===== config.mk =====
export PLATFORM = sky130hd
export DESIGN_NAME = mcu_config_upper
export DESIGN_NICKNAME = d
export VERILOG_FILES = /design/src/hdl/mcu_config_upper.v
export VERILOG_INCLUDE_DIRS = /design/src /design/src/hdl
export SDC_FILE = /design/constraint.sdc
export NUM_CORES = 1
export LEC_CHECK = 0
export BUFFER_PORTS_ARGS = -buffer_cell sky130_fd_sc_hd__buf_2
export CORE_AREA = 2 2 144 146
export CTS_BUF_LIST = sky130_fd_sc_hd__clkbuf_4 sky130_fd_sc_hd__clkbuf_8
export DETAILED_ROUTE_END_ITERATION = 12
export DIE_AREA = 0 0 146 148
export PLACE_DENSITY = 0.79
export SYNTH_ARGS = -nofsm -noshare
export SYNTH_HDL_FRONTEND = slang
export SYNTH_SLANG_ARGS = --single-unit

===== constraint.sdc =====
create_clock -name pclk -period 3.6 [get_ports pclk]
set_clock_uncertainty 0.1 [all_clocks]
set_input_delay 0.72 -clock pclk [delete_from_list [all_inputs] [get_ports pclk]]
set_output_delay 0.72 -clock pclk [all_outputs]
set_load 0.005 [all_outputs]

===== src/hdl/mcu_consts.vh =====
`ifndef MCU_CONSTS_VH
`define MCU_CONSTS_VH

// Register indices as printed; the byte address is four times the index.
`define MCU_CFG_INDEX      20'hE618
`define MCU_NRMS_INDEX     20'h43C9
`define MCU_CFG_ADDR       20'h39860
`define MCU_NRMS_ADDR      20'h10F24

// Field positions of the configuration register.
`define MCU_LPF_BIT        5
`define MCU_CAP_BIT        6
`define MCU_SWR_BIT        7
`define MCU_VSA_LSB        8
`define MCU_VSB_LSB        10
`define MCU_VSC_LSB        12
`define MCU_NSEL_BIT       14
`define MCU_RSV_BIT        15

// Reset values.
`define MCU_CFG_RESET      11'h000
`define MCU_VSEL_RESET     2'h0

// Voltage selector codes.
`define MCU_VSEL_OWN       2'h0
`define MCU_VSEL_NEXT      2'h1
`define MCU_VSEL_PREV      2'h2

// Timing.
`define MCU_CLK_KHZ        40000
`define MCU_LPF_SHORT_MS   650
`define MCU_LPF_LONG_MS    1300
`define MCU_LPF_SHORT_CYC  (`MCU_LPF_SHORT_MS * `MCU_CLK_KHZ)
`define MCU_LPF_LONG_CYC   (`MCU_LPF_LONG_MS * `MCU_CLK_KHZ)
`define MCU_SWR_CYC        16

`endif


===== src/hdl/mcu_config_upper.v =====
`timescale 1ns/100ps
`default_nettype none
`include "mcu_consts.vh"

// Overview of operation
// - settling select picks 650 or 1300 ms
// - enable low keeps port off, pulse out
// - enable high turns port on, clock out
// - writing one to bit 7 starts reset
// - phase A current pairs with A, B, C
// - phase B current pairs with B, C, A
// - phase C current pairs with C, A, B
// - code 11 acts like code 00
// - select low gives neutral current rms
// - select high gives phase sum rms
// - bit 15 is reserved, no effect
// - register sits at index 0xE618
module mcu_config_upper #(
  parameter DW            = 24,
  parameter LPF_SHORT_CYC = `MCU_LPF_SHORT_CYC,
  parameter LPF_LONG_CYC  = `MCU_LPF_LONG_CYC,
  parameter SWR_CYC       = `MCU_SWR_CYC
) (
  // Clock and reset
  input  wire          pclk,
  input  wire          presetn,
  // APB slave
  input  wire          psel,
  input  wire          penable,
  input  wire          pwrite,
  input  wire [19:0]   paddr,
  input  wire [31:0]   pwdata,
  output wire          pready,
  output wire          pslverr,
  output reg  [31:0]   prdata,
  // Phase samples from the datapath
  input  wire [DW-1:0] voltage_a,
  input  wire [DW-1:0] voltage_b,
  input  wire [DW-1:0] voltage_c,
  output reg  [DW-1:0] volt_for_current_a,
  output reg  [DW-1:0] volt_for_current_b,
  output reg  [DW-1:0] volt_for_current_c,
  // Neutral rms sources
  input  wire [31:0]   neutral_current_rms,
  input  wire [31:0]   phase_current_sum_rms,
  output reg  [31:0]   neutral_rms_result,
  // Shared pulse and clock pin
  input  wire          third_pulse_output,
  input  wire          capture_port_clock,
  output reg           shared_pin_out,
  output reg           high_speed_capture_port_on,
  // Filter settling
  output reg  [31:0]   filter_settle_cycles,
  output reg           filter_settling,
  // Software reset
  output reg           soft_reset_active
);

  // ----------------------------------------------------------------
  // Selector decode
  // ----------------------------------------------------------------

  // Rotation picks own, next or previous phase; code 11 falls to own.
  function [DW-1:0] vpick;
    input [1:0]    code;
    input [DW-1:0] own;
    input [DW-1:0] nxt;
    input [DW-1:0] prv;
    begin
      if (code == `MCU_VSEL_NEXT)
        vpick = nxt;
      else if (code == `MCU_VSEL_PREV)
        vpick = prv;
      else
        vpick = own;
    end
  endfunction

  // Settling length in clock cycles for the chosen filter setting.
  function [31:0] settle_len;
    input sel;
    begin
      if (sel)
        settle_len = LPF_LONG_CYC[31:0];
      else
        settle_len = LPF_SHORT_CYC[31:0];
    end
  endfunction

  // ----------------------------------------------------------------
  // Configuration storage
  // ----------------------------------------------------------------

  reg        lpf_sel_q;
  reg        cap_en_q;
  reg [1:0]  vsel_a_q;
  reg [1:0]  vsel_b_q;
  reg [1:0]  vsel_c_q;
  reg        nsel_q;
  reg [7:0]  swr_cnt_q;
  reg [31:0] settle_cnt_q;
  reg        lpf_prev_q;

  // ----------------------------------------------------------------
  // Bus decode
  // ----------------------------------------------------------------

  wire acc       = psel & penable;
  wire hit_cfg   = (paddr == `MCU_CFG_ADDR);
  wire hit_nrms  = (paddr == `MCU_NRMS_ADDR);
  wire wr_cfg    = acc & pwrite & hit_cfg & ~soft_reset_active;
  wire swr_start = wr_cfg & pwdata[`MCU_SWR_BIT];
  wire swr_last  = soft_reset_active && (swr_cnt_q == 8'h01);

  // The slave always answers in the access cycle, so no wait states.
  assign pready  = 1'b1;
  assign pslverr = acc & ~(hit_cfg | hit_nrms);

  // ----------------------------------------------------------------
  // Field registers
  // ----------------------------------------------------------------

  // Writes are ignored while a soft reset runs, so the clear at its
  // last cycle cannot be undone by a late bus write.
  // bit 15 has no storage
  always @(posedge pclk or negedge presetn)
  begin
    if (!presetn)
      lpf_sel_q <= 1'b0;
    else if (swr_last)
      lpf_sel_q <= 1'b0;
    else if (wr_cfg)
      lpf_sel_q <= pwdata[`MCU_LPF_BIT];
  end

  always @(posedge pclk or negedge presetn)
  begin
    if (!presetn)
      cap_en_q <= 1'b0;
    else if (swr_last)
      cap_en_q <= 1'b0;
    else if (wr_cfg)
      cap_en_q <= pwdata[`MCU_CAP_BIT];
  end

  always @(posedge pclk or negedge presetn)
  begin
    if (!presetn)
      vsel_a_q <= `MCU_VSEL_RESET;
    else if (swr_last)
      vsel_a_q <= `MCU_VSEL_RESET;
    else if (wr_cfg)
      vsel_a_q <= pwdata[`MCU_VSA_LSB+1:`MCU_VSA_LSB];
  end

  always @(posedge pclk or negedge presetn)
  begin
    if (!presetn)
      vsel_b_q <= `MCU_VSEL_RESET;
    else if (swr_last)
      vsel_b_q <= `MCU_VSEL_RESET;
    else if (wr_cfg)
      vsel_b_q <= pwdata[`MCU_VSB_LSB+1:`MCU_VSB_LSB];
  end

  always @(posedge pclk or negedge presetn)
  begin
    if (!presetn)
      vsel_c_q <= `MCU_VSEL_RESET;
    else if (swr_last)
      vsel_c_q <= `MCU_VSEL_RESET;
    else if (wr_cfg)
      vsel_c_q <= pwdata[`MCU_VSC_LSB+1:`MCU_VSC_LSB];
  end

  always @(posedge pclk or negedge presetn)
  begin
    if (!presetn)
      nsel_q <= 1'b0;
    else if (swr_last)
      nsel_q <= 1'b0;
    else if (wr_cfg)
      nsel_q <= pwdata[`MCU_NSEL_BIT];
  end

  // ----------------------------------------------------------------
  // Software reset
  // ----------------------------------------------------------------

  // Writes are refused while the reset runs so it cannot be retriggered.
  // Only this block's fields are cleared; other logic resets elsewhere.
  // writing one starts reset
  always @(posedge pclk or negedge presetn)
  begin
    if (!presetn)
      soft_reset_active <= 1'b0;
    else if (swr_start)
      soft_reset_active <= 1'b1;
    else if (swr_last)
      soft_reset_active <= 1'b0;
  end

  always @(posedge pclk or negedge presetn)
  begin
    if (!presetn)
      swr_cnt_q <= 8'h00;
    else if (swr_start)
      swr_cnt_q <= SWR_CYC[7:0];
    else if (soft_reset_active)
      swr_cnt_q <= swr_cnt_q - 8'h01;
  end

  // ----------------------------------------------------------------
  // Read path
  // ----------------------------------------------------------------

  always @*
  begin
    prdata = 32'h00000000;
    if (hit_cfg)
    begin
      prdata[`MCU_LPF_BIT]                 = lpf_sel_q;
      prdata[`MCU_CAP_BIT]                 = cap_en_q;
      prdata[`MCU_SWR_BIT]                 = soft_reset_active;
      prdata[`MCU_VSA_LSB+1:`MCU_VSA_LSB]  = vsel_a_q;
      prdata[`MCU_VSB_LSB+1:`MCU_VSB_LSB]  = vsel_b_q;
      prdata[`MCU_VSC_LSB+1:`MCU_VSC_LSB]  = vsel_c_q;
      prdata[`MCU_NSEL_BIT]                = nsel_q;
    end
    else if (hit_nrms)
      prdata = neutral_rms_result;
  end

  // ----------------------------------------------------------------
  // Datapath steering
  // ----------------------------------------------------------------

  // Steering is registered, so every output follows its setting one cycle late.
  // phase A pairing
  always @(posedge pclk or negedge presetn)
  begin
    if (!presetn)
      volt_for_current_a <= {DW{1'b0}};
    else
      volt_for_current_a <= vpick(vsel_a_q, voltage_a, voltage_b, voltage_c);
  end

  always @(posedge pclk or negedge presetn)
  begin
    if (!presetn)
      volt_for_current_b <= {DW{1'b0}};
    else
      volt_for_current_b <= vpick(vsel_b_q, voltage_b, voltage_c, voltage_a);
  end

  always @(posedge pclk or negedge presetn)
  begin
    if (!presetn)
      volt_for_current_c <= {DW{1'b0}};
    else
      volt_for_current_c <= vpick(vsel_c_q, voltage_c, voltage_a, voltage_b);
  end

  always @(posedge pclk or negedge presetn)
  begin
    if (!presetn)
      neutral_rms_result <= 32'h00000000;
    else
      neutral_rms_result <= nsel_q ? phase_current_sum_rms : neutral_current_rms;
  end

  always @(posedge pclk or negedge presetn)
  begin
    if (!presetn)
    begin
      shared_pin_out             <= 1'b0;
      high_speed_capture_port_on <= 1'b0;
    end
    else
    begin
      high_speed_capture_port_on <= cap_en_q;
      shared_pin_out             <= cap_en_q ? capture_port_clock : third_pulse_output;
    end
  end

  // ----------------------------------------------------------------
  // Filter settling timer
  // ----------------------------------------------------------------

  // A change of setting restarts the wait, since the filter output is
  // not trustworthy until the new settling time has passed.
  always @(posedge pclk or negedge presetn)
  begin
    if (!presetn)
    begin
      lpf_prev_q           <= 1'b0;
      filter_settle_cycles <= 32'h00000000;
    end
    else
    begin
      lpf_prev_q           <= lpf_sel_q;
      filter_settle_cycles <= settle_len(lpf_sel_q);
    end
  end

  always @(posedge pclk or negedge presetn)
  begin
    if (!presetn)
      settle_cnt_q <= 32'h00000000;
    else if (lpf_prev_q != lpf_sel_q)
      settle_cnt_q <= 32'h00000000;
    else if (filter_settling)
      settle_cnt_q <= settle_cnt_q + 32'h00000001;
  end

  always @(posedge pclk or negedge presetn)
  begin
    if (!presetn)
      filter_settling <= 1'b1;
    else if (lpf_prev_q != lpf_sel_q)
      filter_settling <= 1'b1;
    else if (filter_settling)
      filter_settling <= (settle_cnt_q + 32'h00000001) < settle_len(lpf_sel_q);
  end

endmodule

`default_nettype wire


# --- Yosys cells after proc, flatten, opt, wreduce, memory -nomap -nowiden ---
# Index checks and enable logic that the tools add are counted.
classes:
  bitwise_logic: 9
  n_addsub: 2
  eq_ne: 10
  reduce_logical: 5
  n_mux: 35
  n_lt_le_gt_ge: 1
ops:
  columns: ["operator", "n"]
  rows:
  - ["$mux W32", 6]
  - ["$mux W24", 6]
  - ["$add A32 B1 Y32 const B", 1]
  - ["$lt A32 B32 Y1", 1]
  - ["$mux W26", 1]
  - ["$eq A20 B17 Y1 const B", 1]
  - ["$eq A20 B18 Y1 const B", 1]
  - ["$mux W17", 1]
  - ["$mux W8", 2]
  - ["$mux W2", 6]
  - ["$mux W1", 11]
  - ["$mux W10", 1]
  - ["$eq A8 B1 Y1 const B", 1]
  - ["$reduce_bool A2 Y1", 4]
  - ["$sub A8 B1 Y8 const B", 1]
  - ["$and A1 B1 Y1", 6]
  - ["$eq A2 B1 Y1 const B", 3]
  - ["$eq A2 B2 Y1 const B", 3]
  - ["$mux W5", 1]
  - ["$not A1 Y1", 2]
  - ["$logic_and A1 B1 Y1", 1]
  - ["$ne A1 B1 Y1", 1]
  - ["$or A1 B1 Y1", 1]
totals:
  register_bits: 190
  out_inout_bits: 174
  elab_cells: 80

# --- Longest topological paths before layout ---
# Gate-level depths: netlist (run 1).
depth:
  ltp_word: 6
  ltp_mapped: 15
  mapped_depth_nobuf: 13

# --- Worst setup path before layout (run 1) ---
# OpenSTA, ideal clock, no wires.
synth_path:
  path_kind: "reg2reg"
  startpoint: "register settle_cnt_q[11]"
  endpoint: "register filter_settling"
  stages_incl_launch_ff: 14
  path_buffers: 1
  arrival_ps: 3010
  slack_ps: 395
  setup_time_ps: 95
  cell_sequence: "dfrtp_1 nand4_2 or2_1 buf_6 nor3_2 nand3_1 xnor2_1 ha_1 or3b_2 a211o_1 nand2_1 o2111ai_1 a2111oi_0 a211oi_1"
synth_via:
  elab_chain_len: 4
synth_rtl:
  columns: ["element", "line_no", "source"]
  rows:
  - ["start: declaration", "mcu_config_upper.v:101", "reg [31:0] settle_cnt_q;"]
  - ["start signal: assignment", "mcu_config_upper.v:313", "settle_cnt_q <= settle_cnt_q + 32'h00000001;"]
  - ["$add A32 B1 Y32", "mcu_config_upper.v:323", "filter_settling <= (settle_cnt_q + 32'h00000001) < settle_len(lpf_sel_q);"]
  - ["$lt A32 B32 Y1", "mcu_config_upper.v:323", null]
  - ["$mux W1", "mcu_config_upper.v:322", "else if (filter_settling)"]
  - ["$mux W1", "mcu_config_upper.v:320", "else if (lpf_prev_q != lpf_sel_q)"]
  - ["end signal: assignment", "mcu_config_upper.v:323", null]
  - ["end: declaration", "mcu_config_upper.v:54", "output reg filter_settling,"]
# No other way between the ends.
# A chain may end at the register's enable or synchronous reset.

# --- Worst setup path in the final report (run 1) ---
layout_path:
  startpoint: "register settle_cnt_q[13]"
  endpoint: "register filter_settling"
# The elaborated chain is that of the path after synthesis.

==> flow_summary.ini, run 1 <==
[routing]
wl_per_cell_um = 17.2
dr.pass1.iters = 5
vias = 7374
drt-total-wl_um = 24400
drt_iter0_markers = 368
vias_per_cell = 5.21
ant_nets = 0
remaining_drc_errors = 0

[sta]
hold_violations = 0
worst_slew_pin_slew_ns = 1.03
setup_viol = 0
post-route-min-period_ns = 3.36
worst_slew_margin_rel_pct = 30.9
max_freq_mhz = 297
maxSlewViolCount = 0
setup_tns_ns = 0
fin_crit_sh_pct = 93.4
whs_ns = 0.199

[clock_tree]
clockBufferDepth = 2
cts.sinks = 160
cts-root-buf = clkbuf_8
htree_levels = 4
cts_made_buffers = 17
cts_tree = done
post_cts_buffers = 0
clk_latency_ns = 0.46
cts.reportedPaths.clkPinSlew_ns = 0.10

[layout]
layout_commonest_cell = buf_2
areaGrowthSynthToFinish_pct = 27.4
finalNetCount = 1341
layout_common_cells = 328 x buf_2, 188 x nor2_1, 156 x dfrtp_1
n_fill_cell = 1902
layout-drive-gt1-share_pct = 38.7

[setup_path]
worstSetupEndpointType = flip-flop
crit_path_cell_trace = nand4_2 > or2_1 > nor3_2 > nand3_1 > xnor2_1 > ha_1 > or3b_2 > a211o_1 > nand2_1 > o2111ai_1 > a2111oi_2 > a211oi_1
crit_fanout = 5
cp-startpoint = settle_cnt_q[13]
cp.required_ns = 3.87
crit_buf_inv = 0
critical-path-slowest-cell = or3b_2
r2r_setup_slack_ns = 0.24
r2r_start = settle_cnt_q[13]
startpoint_type = flip-flop
worstReg2RegEnd = filter_settling
rr_worst_depth = 12
cpPeakStageDelay_ns = 0.46
critical-path-top-delay-family = simple AND/OR/NAND/NOR gates
path_class = flip-flop to flip-flop
crit_arrival_ns = 3.63

[logic_synthesis]
synth_seq_cells = 160
synth-edff-count = 0
syn-cell-area_sq_um = 8090
avgSynthCellArea_sq_um = 9.79
ys.flop_type = dfrtp_1
async_flop_share_pct = 100
synth_cell_type_count = 60
seq_area_frac_synth_pct = 49.5
synth_cells = 826
yosys_warnings = 0

[global_route]
globalRouteMet1Util_pct = 27.9
busiest_layer = met2
use_met2_pct = 37.2
grt_pass1_wl_um = 38200
use_met3_pct = 7.22
grt_pass1_vias = 7482
overflow = 0
grtUsageTotal_pct = 22.4
grt_max_degree = 81
antenna_found_initial = 3

[floorplanning]
die_h_um = 148
start_util_pct = 40.4
num_rows = 52
ios = 369
dieWidth_um = 146
dieArea_sq_um = 21600
core-area_sq_um = 20000

[run_status]
status = completed

[power]
ir_worst_vdd_uv = 244
p_leak_nw = 5.08
powerDensity_nw_per_um2 = 348

[place]
io_buffer_count = 329
dpl.hpwl_um = 17900
place.gp.congestion = 0.926

[hold_path]
min_path_type = primary input to async pin

[run]
drv_cap = 0
-- cell usage after synthesis, types with 2 or more instances --
library cell,n,area share (%)
a21oi_1,12,0.74
o22ai_1,71,5.5
nand4_1,13,1.0
and2_2,2,0.19
nand2_1,34,1.6
buf_1,2,0.093
mux2i_1,13,1.6
or4_1,2,0.19
o21ai_0,8,0.49
xor2_1,30,3.2
nor3_1,8,0.49
buf_4,33,3.1
a211oi_1,5,0.46
conb_1,2,0.093
buf_2,4,0.25
or3_1,5,0.39
o211ai_1,3,0.28
xnor2_1,20,2.2
nor4b_1,3,0.32
inv_1,7,0.32
or4b_2,2,0.25
a2111oi_0,2,0.22
and2_1,30,2.3
or2_2,2,0.15
and3_1,6,0.46
nand2b_1,8,0.62
nor3_2,2,0.25
nor2_1,188,8.7
clkbuf_1,37,1.7
dfrtp_1,159,49
nand4_2,2,0.31
ha_1,14,2.2
nand4b_1,2,0.22
nor4_1,5,0.39
mux2_2,34,4.7
nand3_1,17,1.1
buf_6,3,0.42
a22o_1,10,1.1
nor2b_1,4,0.31
nor4_4,2,0.53
-- where the power goes --
group          internal (mW)  switching (mW)  leakage, nW
Combinational          0.150           0.162         2.92
Sequential              1.86          0.0236         1.95
Clock                  0.649           0.743        0.211
Total                   2.65           0.928         5.08
-- how the worst max path moves through the flow --
stage / end / slack [ns] / depth (start not counted)
after floorplan: filter_settling / 0.40 / 13
after global placement: filter_settling / 0.35 / 12
after detailed placement: filter_settling / 0.30 / 12
after CTS: filter_settling / 0.25 / 12
after global routing: filter_settling / -0.007 / 12
final: filter_settling / 0.24 / 12
-- registers in the layout, summed over array words and instances (netlist names) --
register	flops
swr_cnt_q	8
settle_cnt_q	32
shared_pin_out	1
volt_for_current_c	24
high_speed_capture_port_on	1
vsel_a_q	2
vsel_b_q	2
soft_reset_active	1
vsel_c_q	2
cap_en_q	1
nsel_q	1
neutral_rms_result	32
lpf_sel_q	1
filter_settling	1
volt_for_current_a	24
volt_for_current_b	24
filter_settle_cycles	3
-- through the flow --
step                cell area (sq um)  cells  power (mW)  util [%]  setup slack (ns)
floorplan                        8150    842        2.00         -             0.395
global placement                 9890   1383        2.22      49.3             0.349
detailed placement               9890   1383        2.23      49.3             0.296
CTS                             10300   1415        3.63      51.4             0.248
global route                    10300   1415        3.73      51.4          -0.00701
finish                          10300   1416        3.58      51.4             0.237
-- kinds of logic after synthesis --
group | Yosys count | synth area share (%)
and+or+nand+nor | 348 | 20.9
xor gates and xnor gates | 50 | 5.41
other | 2 | 0.0928
muxes | 47 | 6.34
adders and majority gates | 14 | 2.17
AOI/OAI and AO/OA | 118 | 9.54
buffers and inverters | 87 | 6.03
DFF | 160 | 49.5
-- timing repair --
item	4_1_cts	5_1_grt
resized for setup	0	5
hold buffers	0	0
endpoints found under the setup margin	0	1
-- metal layers --
layer	routed length (um)	vias to the layer above
li1	-	3419
met1	10100	3624
met2	11900	292
met3	1930	39
met4	396	0
met5	0	-
-- cell type report --
class | count | area (sq um) | share of cell area [%]
Antenna cell | 1 | 2.50 | 0.0243
Clock buffer | 18 | 241 | 2.34
Clock inverter | 14 | 166 | 1.61
Inverter | 7 | 26.3 | 0.255
Multi-Input combinational cell | 595 | 3680 | 35.7
Sequential cell | 160 | 4010 | 38.9
Tap cell | 270 | 338 | 3.28
Timing Repair Buffer | 351 | 1840 | 17.9
(Power assumes the default switching activity.)
==> inputs of run 2 (changes only) <==
--- a/config.mk
+++ b/config.mk
@@ -7,11 +7,13 @@
 export NUM_CORES = 1
 export LEC_CHECK = 0
 export BUFFER_PORTS_ARGS = -buffer_cell sky130_fd_sc_hd__buf_2
-export CORE_AREA = 2 2 144 146
+export CELL_PAD_IN_SITES_DETAIL_PLACEMENT = 0
+export CELL_PAD_IN_SITES_GLOBAL_PLACEMENT = 1
+export CORE_MARGIN = 2
+export CORE_UTILIZATION = 36
 export CTS_BUF_LIST = sky130_fd_sc_hd__clkbuf_4 sky130_fd_sc_hd__clkbuf_8
 export DETAILED_ROUTE_END_ITERATION = 12
-export DIE_AREA = 0 0 146 148
-export PLACE_DENSITY = 0.79
+export PLACE_DENSITY = 0.91
 export SYNTH_ARGS = -nofsm -noshare
 export SYNTH_HDL_FRONTEND = slang
 export SYNTH_SLANG_ARGS = --single-unit
==> flow_summary.ini, run 2 (synthesized netlist as in run 1, its figures left out) <==
[sta]
setup_viol = 0
hold_violations = 0
maxSlewViolCount = 0
worst_slew_pin_slew_ns = 1.00
rsz0062_at_grt = false
worst_slew_margin_rel_pct = 33.2
fin_crit_sh_pct = 92.4
post-route-min-period_ns = 3.33
max_freq_mhz = 301
setup_tns_ns = 0

[routing]
wl_per_cell_um = 17.7
drt-total-wl_um = 25300
dr.pass1.iters = 4
vias = 7234
drt_iter0_markers = 358
ant_nets = 0
remaining_drc_errors = 0
vias_per_cell = 5.06

[place]
dp_cells = 1393
io_buffer_count = 329
place.gp.congestion = 0.834
dpl.hpwl_um = 18700
placed_area_sq_um = 9890

[floorplanning]
start_util_pct = 36.8
ios = 369
num_rows = 54
dieArea_sq_um = 23700
core-area_sq_um = 22000
die_h_um = 154
dieWidth_um = 154

[clock_tree]
post_cts_buffers = 0
cts-root-buf = clkbuf_8
cts_tree = done
cts_hold_buf = 0
htree_levels = 4
cts.reportedPaths.clkPinSlew_ns = 0.10
post_cts_resized = 0
cts_made_buffers = 17
clockBufferDepth = 2
cts.sinks = 160
clk_latency_ns = 0.47

[layout]
final_area_sq_um = 10300
top_regs = neutral_rms_result: 32 flops, settle_cnt_q: 32 flops
finalNetCount = 1341
areaGrowthSynthToFinish_pct = 27.9
stdcell_count = 1429
layout_common_cells = 328 x buf_2, 188 x nor2_1, 159 x dfrtp_1
layout_commonest_cell = buf_2
final_util_pct = 47.1
layout-drive-gt1-share_pct = 38.3

[hold_path]
min_path_type = primary input to async pin

[run]
drv_cap = 0

[global_route]
grt_pass1_vias = 7201
grt_pass1_wl_um = 39600
overflow = 0
grtUsageTotal_pct = 21.5
antenna_found_initial = 10
grt_max_degree = 72

[setup_path]
cp.required_ns = 3.86
crit_path_cell_trace = nand4_2 > or2_1 > nor3_2 > nand3_1 > xnor2_1 > ha_1 > or3b_2 > a211o_1 > nand2_1 > o2111ai_1 > a2111oi_0 > a211oi_1
crit_fanout = 5
cpPeakStageDelay_ns = 0.47
critical-path-slowest-cell = dfrtp_1
crit_arrival_ns = 3.59
worstSetupEndpointType = flip-flop
startpoint_type = flip-flop
path_class = flip-flop to flip-flop

[run_status]
status = completed

[power]
internal_power_mw = 2.67
p_leak_nw = 5.09
ir_worst_vdd_uv = 198
p_seq_share_pct = 51.3
powerDensity_nw_per_um2 = 354
combPwrFrac_pct = 8.4
p_sw_mw = 0.994
power.share.clock_pct = 40.3
swShare_pct = 27.1
## run 2: cell types whose count changed in the layout (fill, tap and decap cells not counted)
cell / previous run / this run
dfrtp_2: 3 / 0
clkbuf_4: 1 / 0
buf_4: 20 / 21
inv_8: 2 / 4
clkinv_2: 1 / 0
clkinv_8: 0 / 4
a2111oi_2: 1 / 0
diode_2: 1 / 4
buf_12: 2 / 1
inv_6: 6 / 2
a2111oi_0: 1 / 2
dfrtp_1: 156 / 159
## run 2: area by class of cell
class,instances,area (sq um)
diodes,4,10.0
clock buffers,17,234
clock inverters,15,214
fillers,2116,11600
inverters,7,26.3
multi-input cells,595,3670
flip-flops and latches,160,4010
well taps,280,350
repair buffers,351,1830
## run 2: power groups by stage
stage | clock network (mW) | registers (mW) | logic, mW
5_1_grt | 1.58 | 1.89 | 0.345
6_report | 1.48 | 1.88 | 0.309
2_1_floorplan | 0 | 1.92 | 0.0787
3_5_place_dp | 0 | 1.91 | 0.312
4_1_cts | 1.51 | 1.88 | 0.313
3_3_place_gp | 0 | 1.91 | 0.306
## run 2: final timing paths
| kind | from | to | slack (ns) | cells past startpoint |
|---|---|---|---|---|
| worst max-delay path | settle_cnt_q[11] | filter_settling | 0.27 | 12 |
| worst min register to register | cap_en_q | high_speed_capture_port_on | 0.37 | 0 |
| worst min-delay path | presetn | filter_settle_cycles[20] | 0.17 | 1 |
| min in group pclk | cap_en_q | high_speed_capture_port_on | 0.37 | 0 |
| max in group asynchronous | presetn | volt_for_current_b[6] | 2.36 | 2 |
| worst max register to register | settle_cnt_q[11] | filter_settling | 0.27 | 12 |
## run 2: per-layer routing
metal,wire length [um],vias to the layer above,global-route usage [%]
li1,-,3419,-
met1,11000,3462,28.4
met2,11500,319,33.2
met3,2410,34,7.22
met4,503,0,7.17
met5,0,-,0
## run 2: per-stage QoR
stage                     hold slack [ns]  setup WS (ns)  total power [mW]
after floorplan                     0.302          0.395              2.00
after global placement              0.355          0.352              2.22
after detailed placement            0.357          0.316              2.22
after CTS                           0.171          0.292              3.70
after global routing                0.197         0.0839              3.81
final                               0.171          0.274              3.66
## run 2: critical path, delay by kind of cell, from the launching register on
kind | cells | cell delay, ns
AOI/OAI and AO/OA | 4 | 0.95
DFF | 1 | 0.47
xor gates and xnor gates | 1 | 0.14
and+or+nand+nor | 6 | 1.31
adders and majority gates | 1 | 0.27
